`config.mk`:
```
export PLATFORM = sky130hd
export DESIGN_NAME = gpa_port_regs
export DESIGN_NICKNAME = d
export VERILOG_FILES = /design/src/design/gpa_pkg.sv /design/src/design/gpa_port_regs.sv
export SDC_FILE = /design/constraint.sdc
export NUM_CORES = 1
export LEC_CHECK = 0
export ABC_AREA = 1
export BUFFER_PORTS_ARGS = -buffer_cell sky130_fd_sc_hd__buf_2
export CORE_MARGIN = 5
export CORE_UTILIZATION = 40
export DETAILED_ROUTE_END_ITERATION = 8
export HOLD_SLACK_MARGIN = 0.1
export PLACE_DENSITY = 0.76
export SLEW_MARGIN = 40
export SYNTH_ARGS = -nofsm -noshare
export SYNTH_HDL_FRONTEND = slang
export SYNTH_SLANG_ARGS = --single-unit
export TNS_END_PERCENT = 1
```
`constraint.sdc`:
```
create_clock -name clk -period 1.2 [get_ports clk]
set_input_delay 0.12 -clock clk [delete_from_list [all_inputs] [get_ports clk]]
set_output_delay 0.12 -clock clk [all_outputs]
set_load 0.005 [all_outputs]
```
`src/design/gpa_pkg.sv`:
```
// register map, field masks and reset values of the parallel port block
package gpa_pkg;

   // register indices; byte address is four times the index
   localparam logic [3:0] IDX_PA_LATCH = 4'h0;
   localparam logic [3:0] IDX_PA_DIR   = 4'h4;
   localparam logic [3:0] IDX_PB_DIR   = 4'h5;
   localparam logic [3:0] IDX_PC_DIR   = 4'h6;
   localparam logic [3:0] IDX_PD_DIR   = 4'h7;
   localparam logic [3:0] IDX_PE_LATCH = 4'h8;
   localparam logic [3:0] IDX_PE_DIR   = 4'hc;
   localparam logic [3:0] IDX_PA_PU    = 4'hd;
   localparam logic [3:0] IDX_PC_PU    = 4'he;
   localparam logic [3:0] IDX_PD_PU    = 4'hf;

   // bus geometry
   localparam int ADDR_W  = 6;
   localparam int DATA_W  = 32;
   localparam int IDX_LSB = 2;
   localparam int PA_PINS = 4;

   // implemented bits of each register
   localparam logic [7:0] MASK_PA = 8'h0f;
   localparam logic [7:0] MASK_PB = 8'h3f;
   localparam logic [7:0] MASK_PC = 8'h03;
   localparam logic [7:0] MASK_PD = 8'h7f;
   localparam logic [7:0] MASK_PE = 8'h03;

   // reset values
   localparam logic [7:0] RST_DIR = 8'h00;
   localparam logic [7:0] RST_PU  = 8'h00;

   // bus answer sequencer
   typedef enum logic [0:0] {
      bus_idle   = 1'b0,
      bus_answer = 1'b1
   } gpa_bus_state_type;

endpackage

```
`src/design/gpa_port_regs.sv`:
```
// port A pins with latch, direction and pull-up, plus port B to E registers
//
// Local design decision: the Avalon-MM interface to the registers.
`timescale 1ns/100ps

module gpa_port_regs
   import gpa_pkg::*;
(
   input  wire logic                 clk,
   input  wire logic                 reset_n,
   input  wire logic [ADDR_W-1:0]    avs_address,
   input  wire logic                 avs_read,
   input  wire logic                 avs_write,
   input  wire logic [DATA_W-1:0]    avs_writedata,
   input  wire logic [3:0]           avs_byteenable,
   output logic      [DATA_W-1:0]    avs_readdata,
   output logic                      avs_waitrequest,
   input  wire logic [PA_PINS-1:0]   port_a_pin_in,
   output logic      [PA_PINS-1:0]   port_a_pin_out,
   output logic      [PA_PINS-1:0]   port_a_pin_oe,
   output logic      [PA_PINS-1:0]   port_a_pullup_on,
   input  wire logic [PA_PINS-1:0]   keypad_irq_pin_enables,
   output logic      [PA_PINS-1:0]   keypad_inputs,
   output logic      [7:0]           port_b_direction_out,
   output logic      [7:0]           port_c_direction_out,
   output logic      [7:0]           port_d_direction_out,
   output logic      [7:0]           port_e_latch_out,
   output logic      [7:0]           port_e_direction_out,
   output logic      [7:0]           port_c_pullup_out,
   output logic      [7:0]           port_d_pullup_out
);

   // register storage
   logic [7:0]          port_a_latch;
   logic [7:0]          port_a_direction;
   logic [7:0]          port_b_direction;
   logic [7:0]          port_c_direction;
   logic [7:0]          port_d_direction;
   logic [7:0]          port_e_latch;
   logic [7:0]          port_e_direction;
   logic [7:0]          port_a_pullup_enable;
   logic [7:0]          port_c_pullup_enable;
   logic [7:0]          port_d_pullup_enable;

   // pin synchroniser and bus sequencer
   logic [PA_PINS-1:0]  pin_meta;
   logic [PA_PINS-1:0]  pin_sync;
   gpa_bus_state_type   bus_state;
   gpa_bus_state_type   next_bus_state;
   logic [DATA_W-1:0]   next_readdata;

   // decode wires
   wire logic [3:0]     idx      = avs_address[IDX_LSB+3:IDX_LSB];
   wire logic           aligned  = (avs_address[IDX_LSB-1:0] == 2'h0);
   wire logic           req      = avs_read | avs_write;
   wire logic           accept   = req & (bus_state == bus_answer);
   wire logic           wr_fire  = accept & avs_write & avs_byteenable[0] & aligned;
   wire logic [7:0]     wbyte    = avs_writedata[7:0];
   wire logic           sel_pa_l = (idx == IDX_PA_LATCH);
   wire logic           sel_pa_d = (idx == IDX_PA_DIR);
   wire logic           sel_pb_d = (idx == IDX_PB_DIR);
   wire logic           sel_pc_d = (idx == IDX_PC_DIR);
   wire logic           sel_pd_d = (idx == IDX_PD_DIR);
   wire logic           sel_pe_l = (idx == IDX_PE_LATCH);
   wire logic           sel_pe_d = (idx == IDX_PE_DIR);
   wire logic           sel_pa_u = (idx == IDX_PA_PU);
   wire logic           sel_pc_u = (idx == IDX_PC_PU);
   wire logic           sel_pd_u = (idx == IDX_PD_PU);
   wire logic           sel_any  = sel_pa_l | sel_pa_d | sel_pb_d | sel_pc_d | sel_pd_d
                                 | sel_pe_l | sel_pe_d | sel_pa_u | sel_pc_u | sel_pd_u;

   // effective per-pin control after peripheral override
   wire logic [PA_PINS-1:0] dir_a   = port_a_direction[PA_PINS-1:0];
   wire logic [PA_PINS-1:0] pu_a    = port_a_pullup_enable[PA_PINS-1:0];
   wire logic [PA_PINS-1:0] eff_dir = dir_a & ~keypad_irq_pin_enables;
   logic      [PA_PINS-1:0] pa_read;

   // bus sequencer: one wait cycle, then the answer
   always_comb
   begin
      next_bus_state = bus_idle;
      case (bus_state)
         bus_idle:   next_bus_state = req ? bus_answer : bus_idle;
         bus_answer: next_bus_state = bus_idle;
         default:    next_bus_state = bus_idle;
      endcase
   end

   always_ff @(posedge clk)
   begin
      if (!reset_n)
         bus_state <= bus_idle;
      else
         bus_state <= next_bus_state;
   end

   assign avs_waitrequest = req & (bus_state == bus_idle);

   // two flops before any logic sees the pads
   always_ff @(posedge clk)
   begin
      if (!reset_n)
      begin
         pin_meta <= '0;
         pin_sync <= '0;
      end
      else
      begin
         pin_meta <= port_a_pin_in;
         pin_sync <= pin_meta;
      end
   end

   // per pin read source: latch when the direction bit is set, pad otherwise; keypad override is not taken into account
   generate
      for (genvar i = 0; i < PA_PINS; i++)
      begin : g_pa_read
         assign pa_read[i] = dir_a[i] ? port_a_latch[i] : pin_sync[i];
      end
   endgenerate

   // read mux; unmapped indices and misaligned reads give zero
   always_comb
   begin
      next_readdata = '0;
      if (aligned)
      begin
         case (idx)
            IDX_PA_LATCH: next_readdata[7:0] = {4'h0, pa_read};
            IDX_PA_DIR:   next_readdata[7:0] = port_a_direction;
            IDX_PB_DIR:   next_readdata[7:0] = port_b_direction;
            IDX_PC_DIR:   next_readdata[7:0] = port_c_direction;
            IDX_PD_DIR:   next_readdata[7:0] = port_d_direction;
            IDX_PE_LATCH: next_readdata[7:0] = port_e_latch;
            IDX_PE_DIR:   next_readdata[7:0] = port_e_direction;
            IDX_PA_PU:    next_readdata[7:0] = port_a_pullup_enable;
            IDX_PC_PU:    next_readdata[7:0] = port_c_pullup_enable;
            IDX_PD_PU:    next_readdata[7:0] = port_d_pullup_enable;
            default:      next_readdata = '0;
         endcase
      end
   end

   // read data captured in the wait cycle, held to the answer edge
   always_ff @(posedge clk)
   begin
      if (!reset_n)
         avs_readdata <= '0;
      else if (avs_read && bus_state == bus_idle)
         avs_readdata <= next_readdata;
   end

   // latches carry no reset so a system reset leaves them intact
   always_ff @(posedge clk)
   begin
      if (wr_fire && sel_pa_l)
         port_a_latch <= wbyte & MASK_PA;
      if (wr_fire && sel_pe_l)
         port_e_latch <= wbyte & MASK_PE;
   end

   // direction registers; cleared so every pin wakes as an input
   always_ff @(posedge clk)
   begin
      if (!reset_n)
      begin
         port_a_direction <= RST_DIR;
         port_b_direction <= RST_DIR;
         port_c_direction <= RST_DIR;
         port_d_direction <= RST_DIR;
         port_e_direction <= RST_DIR;
      end
      else if (wr_fire)
      begin
         if (sel_pa_d)
            port_a_direction <= wbyte & MASK_PA;
         if (sel_pb_d)
            port_b_direction <= wbyte & MASK_PB;
         if (sel_pc_d)
            port_c_direction <= wbyte & MASK_PC;
         if (sel_pd_d)
            port_d_direction <= wbyte & MASK_PD;
         if (sel_pe_d)
            port_e_direction <= wbyte & MASK_PE;
      end
   end

   // pull-up enable registers
   always_ff @(posedge clk)
   begin
      if (!reset_n)
      begin
         port_a_pullup_enable <= RST_PU;
         port_c_pullup_enable <= RST_PU;
         port_d_pullup_enable <= RST_PU;
      end
      else if (wr_fire)
      begin
         if (sel_pa_u)
            port_a_pullup_enable <= wbyte & MASK_PA;
         if (sel_pc_u)
            port_c_pullup_enable <= wbyte & MASK_PC;
         if (sel_pd_u)
            port_d_pullup_enable <= wbyte & MASK_PD;
      end
   end

   // pad drive; pull-up is gated by direction, not by a clocked copy,
   // so it drops in the same cycle the pin turns to output
   assign port_a_pin_out   = port_a_latch[PA_PINS-1:0];
   assign port_a_pin_oe    = eff_dir;
   assign port_a_pullup_on = pu_a & ~eff_dir;

   // keypad inputs see the pad only where enabled; others read low
   always_ff @(posedge clk)
   begin
      if (!reset_n)
         keypad_inputs <= '0;
      else
         keypad_inputs <= pin_sync & keypad_irq_pin_enables;
   end

   // the other ports' settings go to their own pad logic
   assign port_b_direction_out = port_b_direction;
   assign port_c_direction_out = port_c_direction;
   assign port_d_direction_out = port_d_direction;
   assign port_e_latch_out     = port_e_latch;
   assign port_e_direction_out = port_e_direction;
   assign port_c_pullup_out    = port_c_pullup_enable;
   assign port_d_pullup_out    = port_d_pullup_enable;

   wire logic rd_acc = accept & avs_read & aligned;
endmodule

```
After elaboration in Yosys (flattened, before gate mapping)
Index checks and enable logic that the tools add are counted.
Widths: inputs -> output; s select.
{ "op_classes": {"bitwise": 12, "n_mux": 8, "n_eq_ne": 9, "n_reduce_logical": 13} }
{ "ops": {"columns": ["op", "n"], "rows": [
  ["$pmux 7 s10", 1],
  ["$eq 4x4->1 const B", 5],
  ["$eq 4x3->1 const B", 4],
  ["$reduce_and 2->1", 8],
  ["$and 4x4->4", 3],
  ["$mux 8", 1],
  ["$not 4->4", 2],
  ["$and 1x1->1", 5],
  ["$mux 1", 5],
  ["$logic_not 4->1", 1],
  ["$logic_and 1x1->1", 3],
  ["$logic_not 2->1", 1],
  ["$pmux 1 s2", 1],
  ["$not 1->1", 1],
  ["$or 1x1->1", 1]
]} }
{ "totals": {"wordCells": 57, "out_inout_bits": 105, "reg_bits": 85, "input_bits": 54} }

Logic depth before layout (Yosys ltp)
Gate-level depths: netlist of run 1.
{ "logic_depth": {"depth_word": 6, "ltp_mapped": 10, "depth_no_buf": 10} }

Least setup slack after synthesis of run 1
No wires, ideal clock.
{ "synth_path": {"path_kind": "flip-flop to flip-flop", "startpoint": "register bus_state", "endpoint": "register port_e_latch[0], in the netlist port_e_latch_out[0] (enable)", "n_path_buf": 0, "setup_time_ps": 349, "arrival_time_ps": 951, "stages_incl_launch_ff": 5, "synth_period_minus_slack_ps": 1299, "required_time_ps": 851, "slack_ps": -99, "cell_sequence": "dfxtp_1 inv_1 nor2_1 nand3_2 nor4_1"} }
{ "synth_between": {"elab_chain_cells": 5} }
{ "synth_rtl": {"columns": ["item", "line", "source"], "rows": [
  ["start: declaration", "gpa_port_regs.sv:48", "gpa_bus_state_type bus_state;"],
  ["start signal: assignment", "gpa_port_regs.sv:92", "bus_state <= bus_idle;"],
  ["start signal: assignment", "gpa_port_regs.sv:94", "bus_state <= next_bus_state;"],
  ["$and 1x1->1", "gpa_port_regs.sv:56", "wire logic accept = req & (bus_state == bus_answer);"],
  ["$and 1x1->1 (3 in series)", "gpa_port_regs.sv:57", "wire logic wr_fire = accept & avs_write & avs_byteenable[0] & aligned;"],
  ["$logic_and 1x1->1", "gpa_port_regs.sv:158", "if (wr_fire && sel_pe_l)"],
  ["end signal: assignment", "gpa_port_regs.sv:159", "port_e_latch <= wbyte & MASK_PE;"],
  ["end: declaration", "gpa_port_regs.sv:39", "logic [7:0] port_e_latch;"]
]} }
Every way passes these cells.
A chain may end at the register's enable or synchronous reset.

Worst setup path in the final report of run 1
{ "layout_path": {"startpoint": "register bus_state", "endpoint": "register port_b_direction[4], in the netlist port_b_direction_out[4]"} }
{ "layout_between": {"elab_chain_cells": 5} }
{ "layout_rtl": {"columns": ["item", "line", "source"], "rows": [
  ["$and 1x1->1", "gpa_port_regs.sv:56", null],
  ["$and 1x1->1 (3 in series)", "gpa_port_regs.sv:57", null],
  ["$reduce_and 2->1 (no line)", null, null],
  ["end signal: assignment", "gpa_port_regs.sv:178", "port_b_direction <= wbyte & MASK_PB;"],
  ["end: declaration", "gpa_port_regs.sv:36", "logic [7:0] port_b_direction;"]
]} }
Every way passes these cells.

==> results of run 1 <==
==> worst reg2reg max path, delay by kind of cell (launching register included) <==
family | cells | cell delay [ns]
buf+inv | 3 | 0.29
flops | 1 | 0.33
simple gates | 5 | 0.50
==> cell usage after synthesis, types with 2 or more instances <==
master / n
nor2_1: 104
nand2_1: 70
dfxtp_1: 54
buf_4: 53
o21ai_0: 34
inv_1: 24
nand3_1: 17
inv_2: 10
a21oi_1: 9
edfxtp_1: 6
clkbuf_1: 5
nor2_2: 5
nor2_4: 4
nand2_2: 3
and2_0: 2
o21ai_1: 2
==> cell type report <==
| class | count | area, um2 | share of cell area [%] |
|---|---|---|---|
| multi-input cells | 310 | 1420 | 37.1 |
| flip-flops and latches | 60 | 1270 | 33.2 |
| repair buffers | 103 | 641 | 16.8 |
| inverters | 34 | 153 | 4.00 |
| clock buffers | 12 | 145 | 3.80 |
| well taps | 99 | 124 | 3.24 |
| clock inverters | 4 | 71.3 | 1.87 |
==> layer usage <==
layer  global-route usage, %  wire length [um]
met1                    22.1              3250
met2                    28.0              3740
met3                    3.87               699
met4                    7.94               101
met5                       0                 0
==> what timing repair did <==
item	4_1_cts	5_1_grt
gates resized for setup	27	26
hold endpoints to repair	19	0
cloned	0	0
pin swaps	3	5
hold buffers	14	0
setup endpoints to repair	43	51
==> registers in the layout, summed over array words and instances, names as in the netlist, 4 cells and up <==
| register | flops |
|---|---|
| keypad_inputs | 4 |
| port_a_latch | 4 |
| port_d_pullup_out | 7 |
| port_a_direction | 4 |
| pin_sync | 4 |
| avs_readdata | 7 |
| pin_meta | 4 |
| port_b_direction_out | 6 |
| port_a_pullup_enable | 4 |
| port_d_direction_out | 7 |
==> cells by family after synthesis <==
kind of cell           after synthesis  share of synthesized area, %
other                                1                         0.128
flip-flops                          60                          42.9
AND/OR/NAND/NOR                    210                          30.0
buffers and inverters               92                          18.5
AO/OA/AOI/OAI                       47                          8.39
==> worst paths after layout <==
path         slack (ns)  cells past startpoint        startpoint                      end
max               -0.02                      8         bus_state  port_b_direction_out[4]
max reg2reg       -0.02                      8         bus_state  port_b_direction_out[4]
min reg2reg        0.41                      2       pin_meta[3]              pin_sync[3]
min                0.16                      1  avs_writedata[0]      port_e_latch_out[0]
==> report_power, final <==
group / leakage (nW) / internal, mW / total [mW] / switching [mW]
Combinational: 1.26 / 0.132 / 0.349 / 0.217
Clock: 0.111 / 1.23 / 2.02 / 0.791
Sequential: 0.493 / 2.04 / 2.05 / 0.00805
Total: 1.87 / 3.40 / 4.42 / 1.02
==> results.yml, run 1 <==
worst_setup_path:
  crit_slowest_cell: "dfxtp_2"
  critPathArrivalTime_ns: 1.44
  critPathMaxFanout: 8
  cpPeakStageDelay_ns: 0.33
  cp_cell_sequence: "inv_2, nor2_2, nand3_2, buf_12, nor2_4, inv_4, nor2_1, nor2_1"
  crit_required_ns: 1.42
  path_buf_inv: 3
  cpMostUsedCell: "nor2_1"
  path_class: "reg2reg"
  endpoint_kind: "register"
  critPathTopFamily: "simple AND/OR/NAND/NOR gates"
  critPathLaunchType: "register"
synthesis:
  syn_area_mm2: 0.00294
  synth-edff-count: 6
  synth.ff_latch_count: 60
  synthArstFlopShare_pct: 0
  synth_cells: 410
  ys_top_cells_by_area: "dfxtp_1 (37%), buf_4 (14%), nor2_1 (13%)"
  synthFlopType: "dfxtp_1"
  synth_cell_types: 24
  yosysTopAreaCell: "dfxtp_1"
  synth_top_area_share_pct: 36.8
  yosys_warnings: 0
  synth_area_per_cell_um2: 7.16
  yosysSeqAreaShare_pct: 42.9
sta:
  post-route-period-util_pct: 102
  hold_viol: 0
  period_minus_slack_ns: 1.22
  finClkSkew_ns: 0.00580
  fmax_mhz: 820
  setup_viol: 8
  rsz0062_at_grt: "yes"
  setup_tns_ns: -0.0697
  slew_violations: 0
  worst_slack_ns: -0.0188
  whs_ns: 0.160
placed_design:
  dpl_cell_area_mm2: 0.00335
  gp_congestion: 0.942
  hpwlAfterDp_um: 5860
  dp_cells: 592
  post-place-ws_ns: -0.225
  port_buffers: 77
detailed_routing:
  firstDrtPassIters: 4
  viasPerCell: 4.47
  drc: 0
  first_iter_violations: 150
  antenna_left: 0
  wl_um: 7800
  vias: 2781
  routedWlPerCell_um: 12.5
cells_and_area:
  layout_commonest_cell: "nor2_1"
  utilization_pct: 52.9
  final_area_mm2: 0.00382
  drive_gt1_share_pct: 28.1
  mostFrequentLayoutCells: "nor2_1 (94), buf_2 (77), nand2_1 (69)"
  diodes: 0
  num-nets-final: 572
  syn2layout_area_growth_pct: 30.0
  num-fill-cells: 701
  final_cells: 622
flow_run:
  maxCapViolCount: 0
pwr:
  power_mw: 4.42
  power.leakage_nw: 1.87
  ir_drop_uv: 785
  cellPowerDensity_mw_per_mm2: 1160
clocking:
  cts_setup_buffers: 0
  clock-root-buffer: "clkbuf_8"
  htreeDepth: 3
  cts.sinks: 60
  cts.clk_slew.worst_paths_ns: 0.07
  clkLatencyLatePin_ns: 0.33
  cts_tree: "done"
  numCtsBuffers: 9
  clk_path_buf_depth: 2
status:
  outcome: "finished with violations"
  violations: "setup timing"
floorplan:
  die_y_um: 95.7
  start_util_pct: 40.7
  rows: 31
  die_x_um: 95.7
  dieArea_mm2: 0.00915
  ios: 159
  core-area_mm2: 0.00721
global_route:
  grt_pass1_vias: 2505
  grt_antenna_before_repair: 0
  grt_max_degree: 43
  grt_pass1_wl_um: 12000
  grt_overflow_total: 0
  grtUsageTotal_pct: 17.4
hold_path:
  hp-class: "in2reg"
No activity file was read; power rests on OpenSTA's default activity.
==> run 2: changes to the inputs <==
- CORE_MARGIN: 5 -> default
- CORE_UTILIZATION: 40 -> 42
- CTS_BUF_LIST: default -> sky130_fd_sc_hd__clkbuf_4 sky130_fd_sc_hd__clkbuf_8
- PLACE_DENSITY: 0.76 -> 0.79
==> run 2 against run 1 <==
The run still ends with setup timing left; sequential power hardly changed; design area is 1.2% higher; die area is 20% lower; hold slack worse by 0.068 ns; critical endpoint is now port_b_direction_out[1]; highest routed layer unchanged.
==> results.yml, run 2 (synthesized netlist as in run 1, its figures left out) <==
sta:
  fmax_mhz: 795
  period_minus_slack_ns: 1.26
  setup_tns_ns: -0.802
  worst_slack_ns: -0.0585
  rsz0062_at_grt: "yes"
  finClkSkew_ns: 0.00744
  setup_viol: 27
  slew_violations: 0
  hold_viol: 0
  post-route-period-util_pct: 105
detailed_routing:
  drc: 0
  vias: 2843
  viasPerCell: 4.66
  firstDrtPassIters: 4
  first_iter_violations: 150
  wl_um: 7640
  antenna_left: 0
  routedWlPerCell_um: 12.5
pwr:
  power.leakage_nw: 1.91
  ir_drop_uv: 594
  cellPowerDensity_mw_per_mm2: 1170
worst_setup_path:
  crit_required_ns: 1.44
  cp_cell_sequence: "inv_2, nor2_2, nand3_2, buf_12, nor2_4, inv_4, nor2_2, nor2_1"
  critPathLaunchType: "register"
  endpoint_kind: "register"
  critPathArrivalTime_ns: 1.49
  r2r_slack_ns: -0.06
  r2r_end: "port_b_direction_out[1]"
  critPathMaxFanout: 8
  crit_slowest_cell: "dfxtp_2"
  rr_worst_depth: 8
  r2r_start: "bus_state"
  cpPeakStageDelay_ns: 0.34
  path_class: "reg2reg"
  path_buf_inv: 3
  critPathTopFamily: "simple AND/OR/NAND/NOR gates"
  cpMostUsedCell: "nor2_2"
clocking:
  cts_setup_buffers: 0
  clock-root-buffer: "clkbuf_8"
  cts_tree: "done"
  clk_path_buf_depth: 2
  numCtsBuffers: 9
  cts.sinks: 60
  cts.clk_slew.worst_paths_ns: 0.07
  htreeDepth: 3
  clkLatencyLatePin_ns: 0.34
placed_design:
  hpwlAfterDp_um: 5520
  post-place-ws_ns: -0.223
  dp_cells: 575
  gp_congestion: 0.897
  port_buffers: 77
  dpl_cell_area_mm2: 0.00334
global_route:
  grt_antenna_before_repair: 0
  grt_max_degree: 36
  grt_overflow_total: 0
  grt_pass1_wl_um: 11800
  grt_pass1_vias: 2574
  grtUsageTotal_pct: 21.1
floorplan:
  start_util_pct: 43.5
  ios: 159
  die_y_um: 85.6
  rows: 30
  die_x_um: 85.6
  core-area_mm2: 0.00676
  dieArea_mm2: 0.00733
cells_and_area:
  layout_commonest_cell: "nor2_1"
  diodes: 0
  regArea_mm2: 0.00127
  num-fill-cells: 622
  final_cells: 610
  drive_gt1_share_pct: 29.2
  utilization_pct: 57.2
  syn2layout_area_growth_pct: 31.6
  mostFrequentLayoutCells: "nor2_1 (92), buf_2 (77), nand2_1 (69)"
  final_area_mm2: 0.00386
  num-nets-final: 579
  multi_input_area_mm2: 0.00142
flow_run:
  maxCapViolCount: 0
status:
  outcome: "finished with violations"
  violations: "setup timing"
hold_path:
  hp-class: "in2reg"
  holdPathEnd: "bus_state"
  hold_path.startpoint: "avs_write"
  worstHoldPathCells: 3
-- run 2: cell count changes in the layout (fill, tap and decap cells not counted), sizes merged --
cell          change
buf               +2
clkinvlp          +1
dlygate4sd3       +4
dlymetal6s4s      +1
inv               -1
-- run 2: worst reg2reg max path, delay by kind of cell, from the launching register on --
kind | cells | cell delay, ns
buffers and inverters | 3 | 0.28
and+or+nand+nor | 5 | 0.53
DFF | 1 | 0.34
-- run 2: what timing repair did --
item,4_1_cts,5_1_grt
gates cloned,0,0
resized for setup,28,25
hold endpoints to repair,21,0
pin swaps,0,6
hold buffers,19,0
setup endpoints to repair,43,50
-- run 2: metal layers --
layer | GRT usage, % | up-vias | wire [um]
li1 | - | 1410 | -
met1 | 25.5 | 1299 | 3190
met2 | 36.1 | 117 | 3800
met3 | 4.04 | 17 | 462
met4 | 10.5 | 0 | 191
met5 | 0 | - | 0
-- run 2: how the worst max path moves through the flow --
stage / slack (ns) / cells past startpoint / end / from
after CTS: -0.06 / 5 / port_e_latch_out[0] / bus_state
after global routing: -0.13 / 8 / port_b_direction_out[1] / bus_state
after floorplan: -0.02 / 4 / port_e_latch_out[0] / bus_state
after detailed placement: -0.22 / 9 / port_b_direction_out[4] / avs_address[1]
after global placement: -0.15 / 9 / port_b_direction_out[3] / avs_address[1]
final: -0.06 / 8 / port_b_direction_out[1] / bus_state
-- run 2: layout make-up --
cell class	instances	share of cell area [%]
multi-input combinational	310	36.6
sequential	60	32.8
timing repair buffer	110	18.3
clock buffer	12	4.11
inverter	34	3.69
tap	80	2.59
clock inverter	4	1.88
-- run 2: where the power goes --
group,switching (mW),leakage (nW),internal (mW)
logic,0.220,1.30,0.148
clock network,0.805,0.116,1.30
registers,0.00832,0.493,2.04
total,1.03,1.91,3.49
-- run 2: metrics by stage --
stage	hold WS, ns	total power [mW]
5_1_grt	0.108	4.69
6_report	0.0920	4.53
3_5_place_dp	0.305	2.39
4_1_cts	0.0979	4.54
2_1_floorplan	0.218	2.37
3_3_place_gp	0.301	2.39
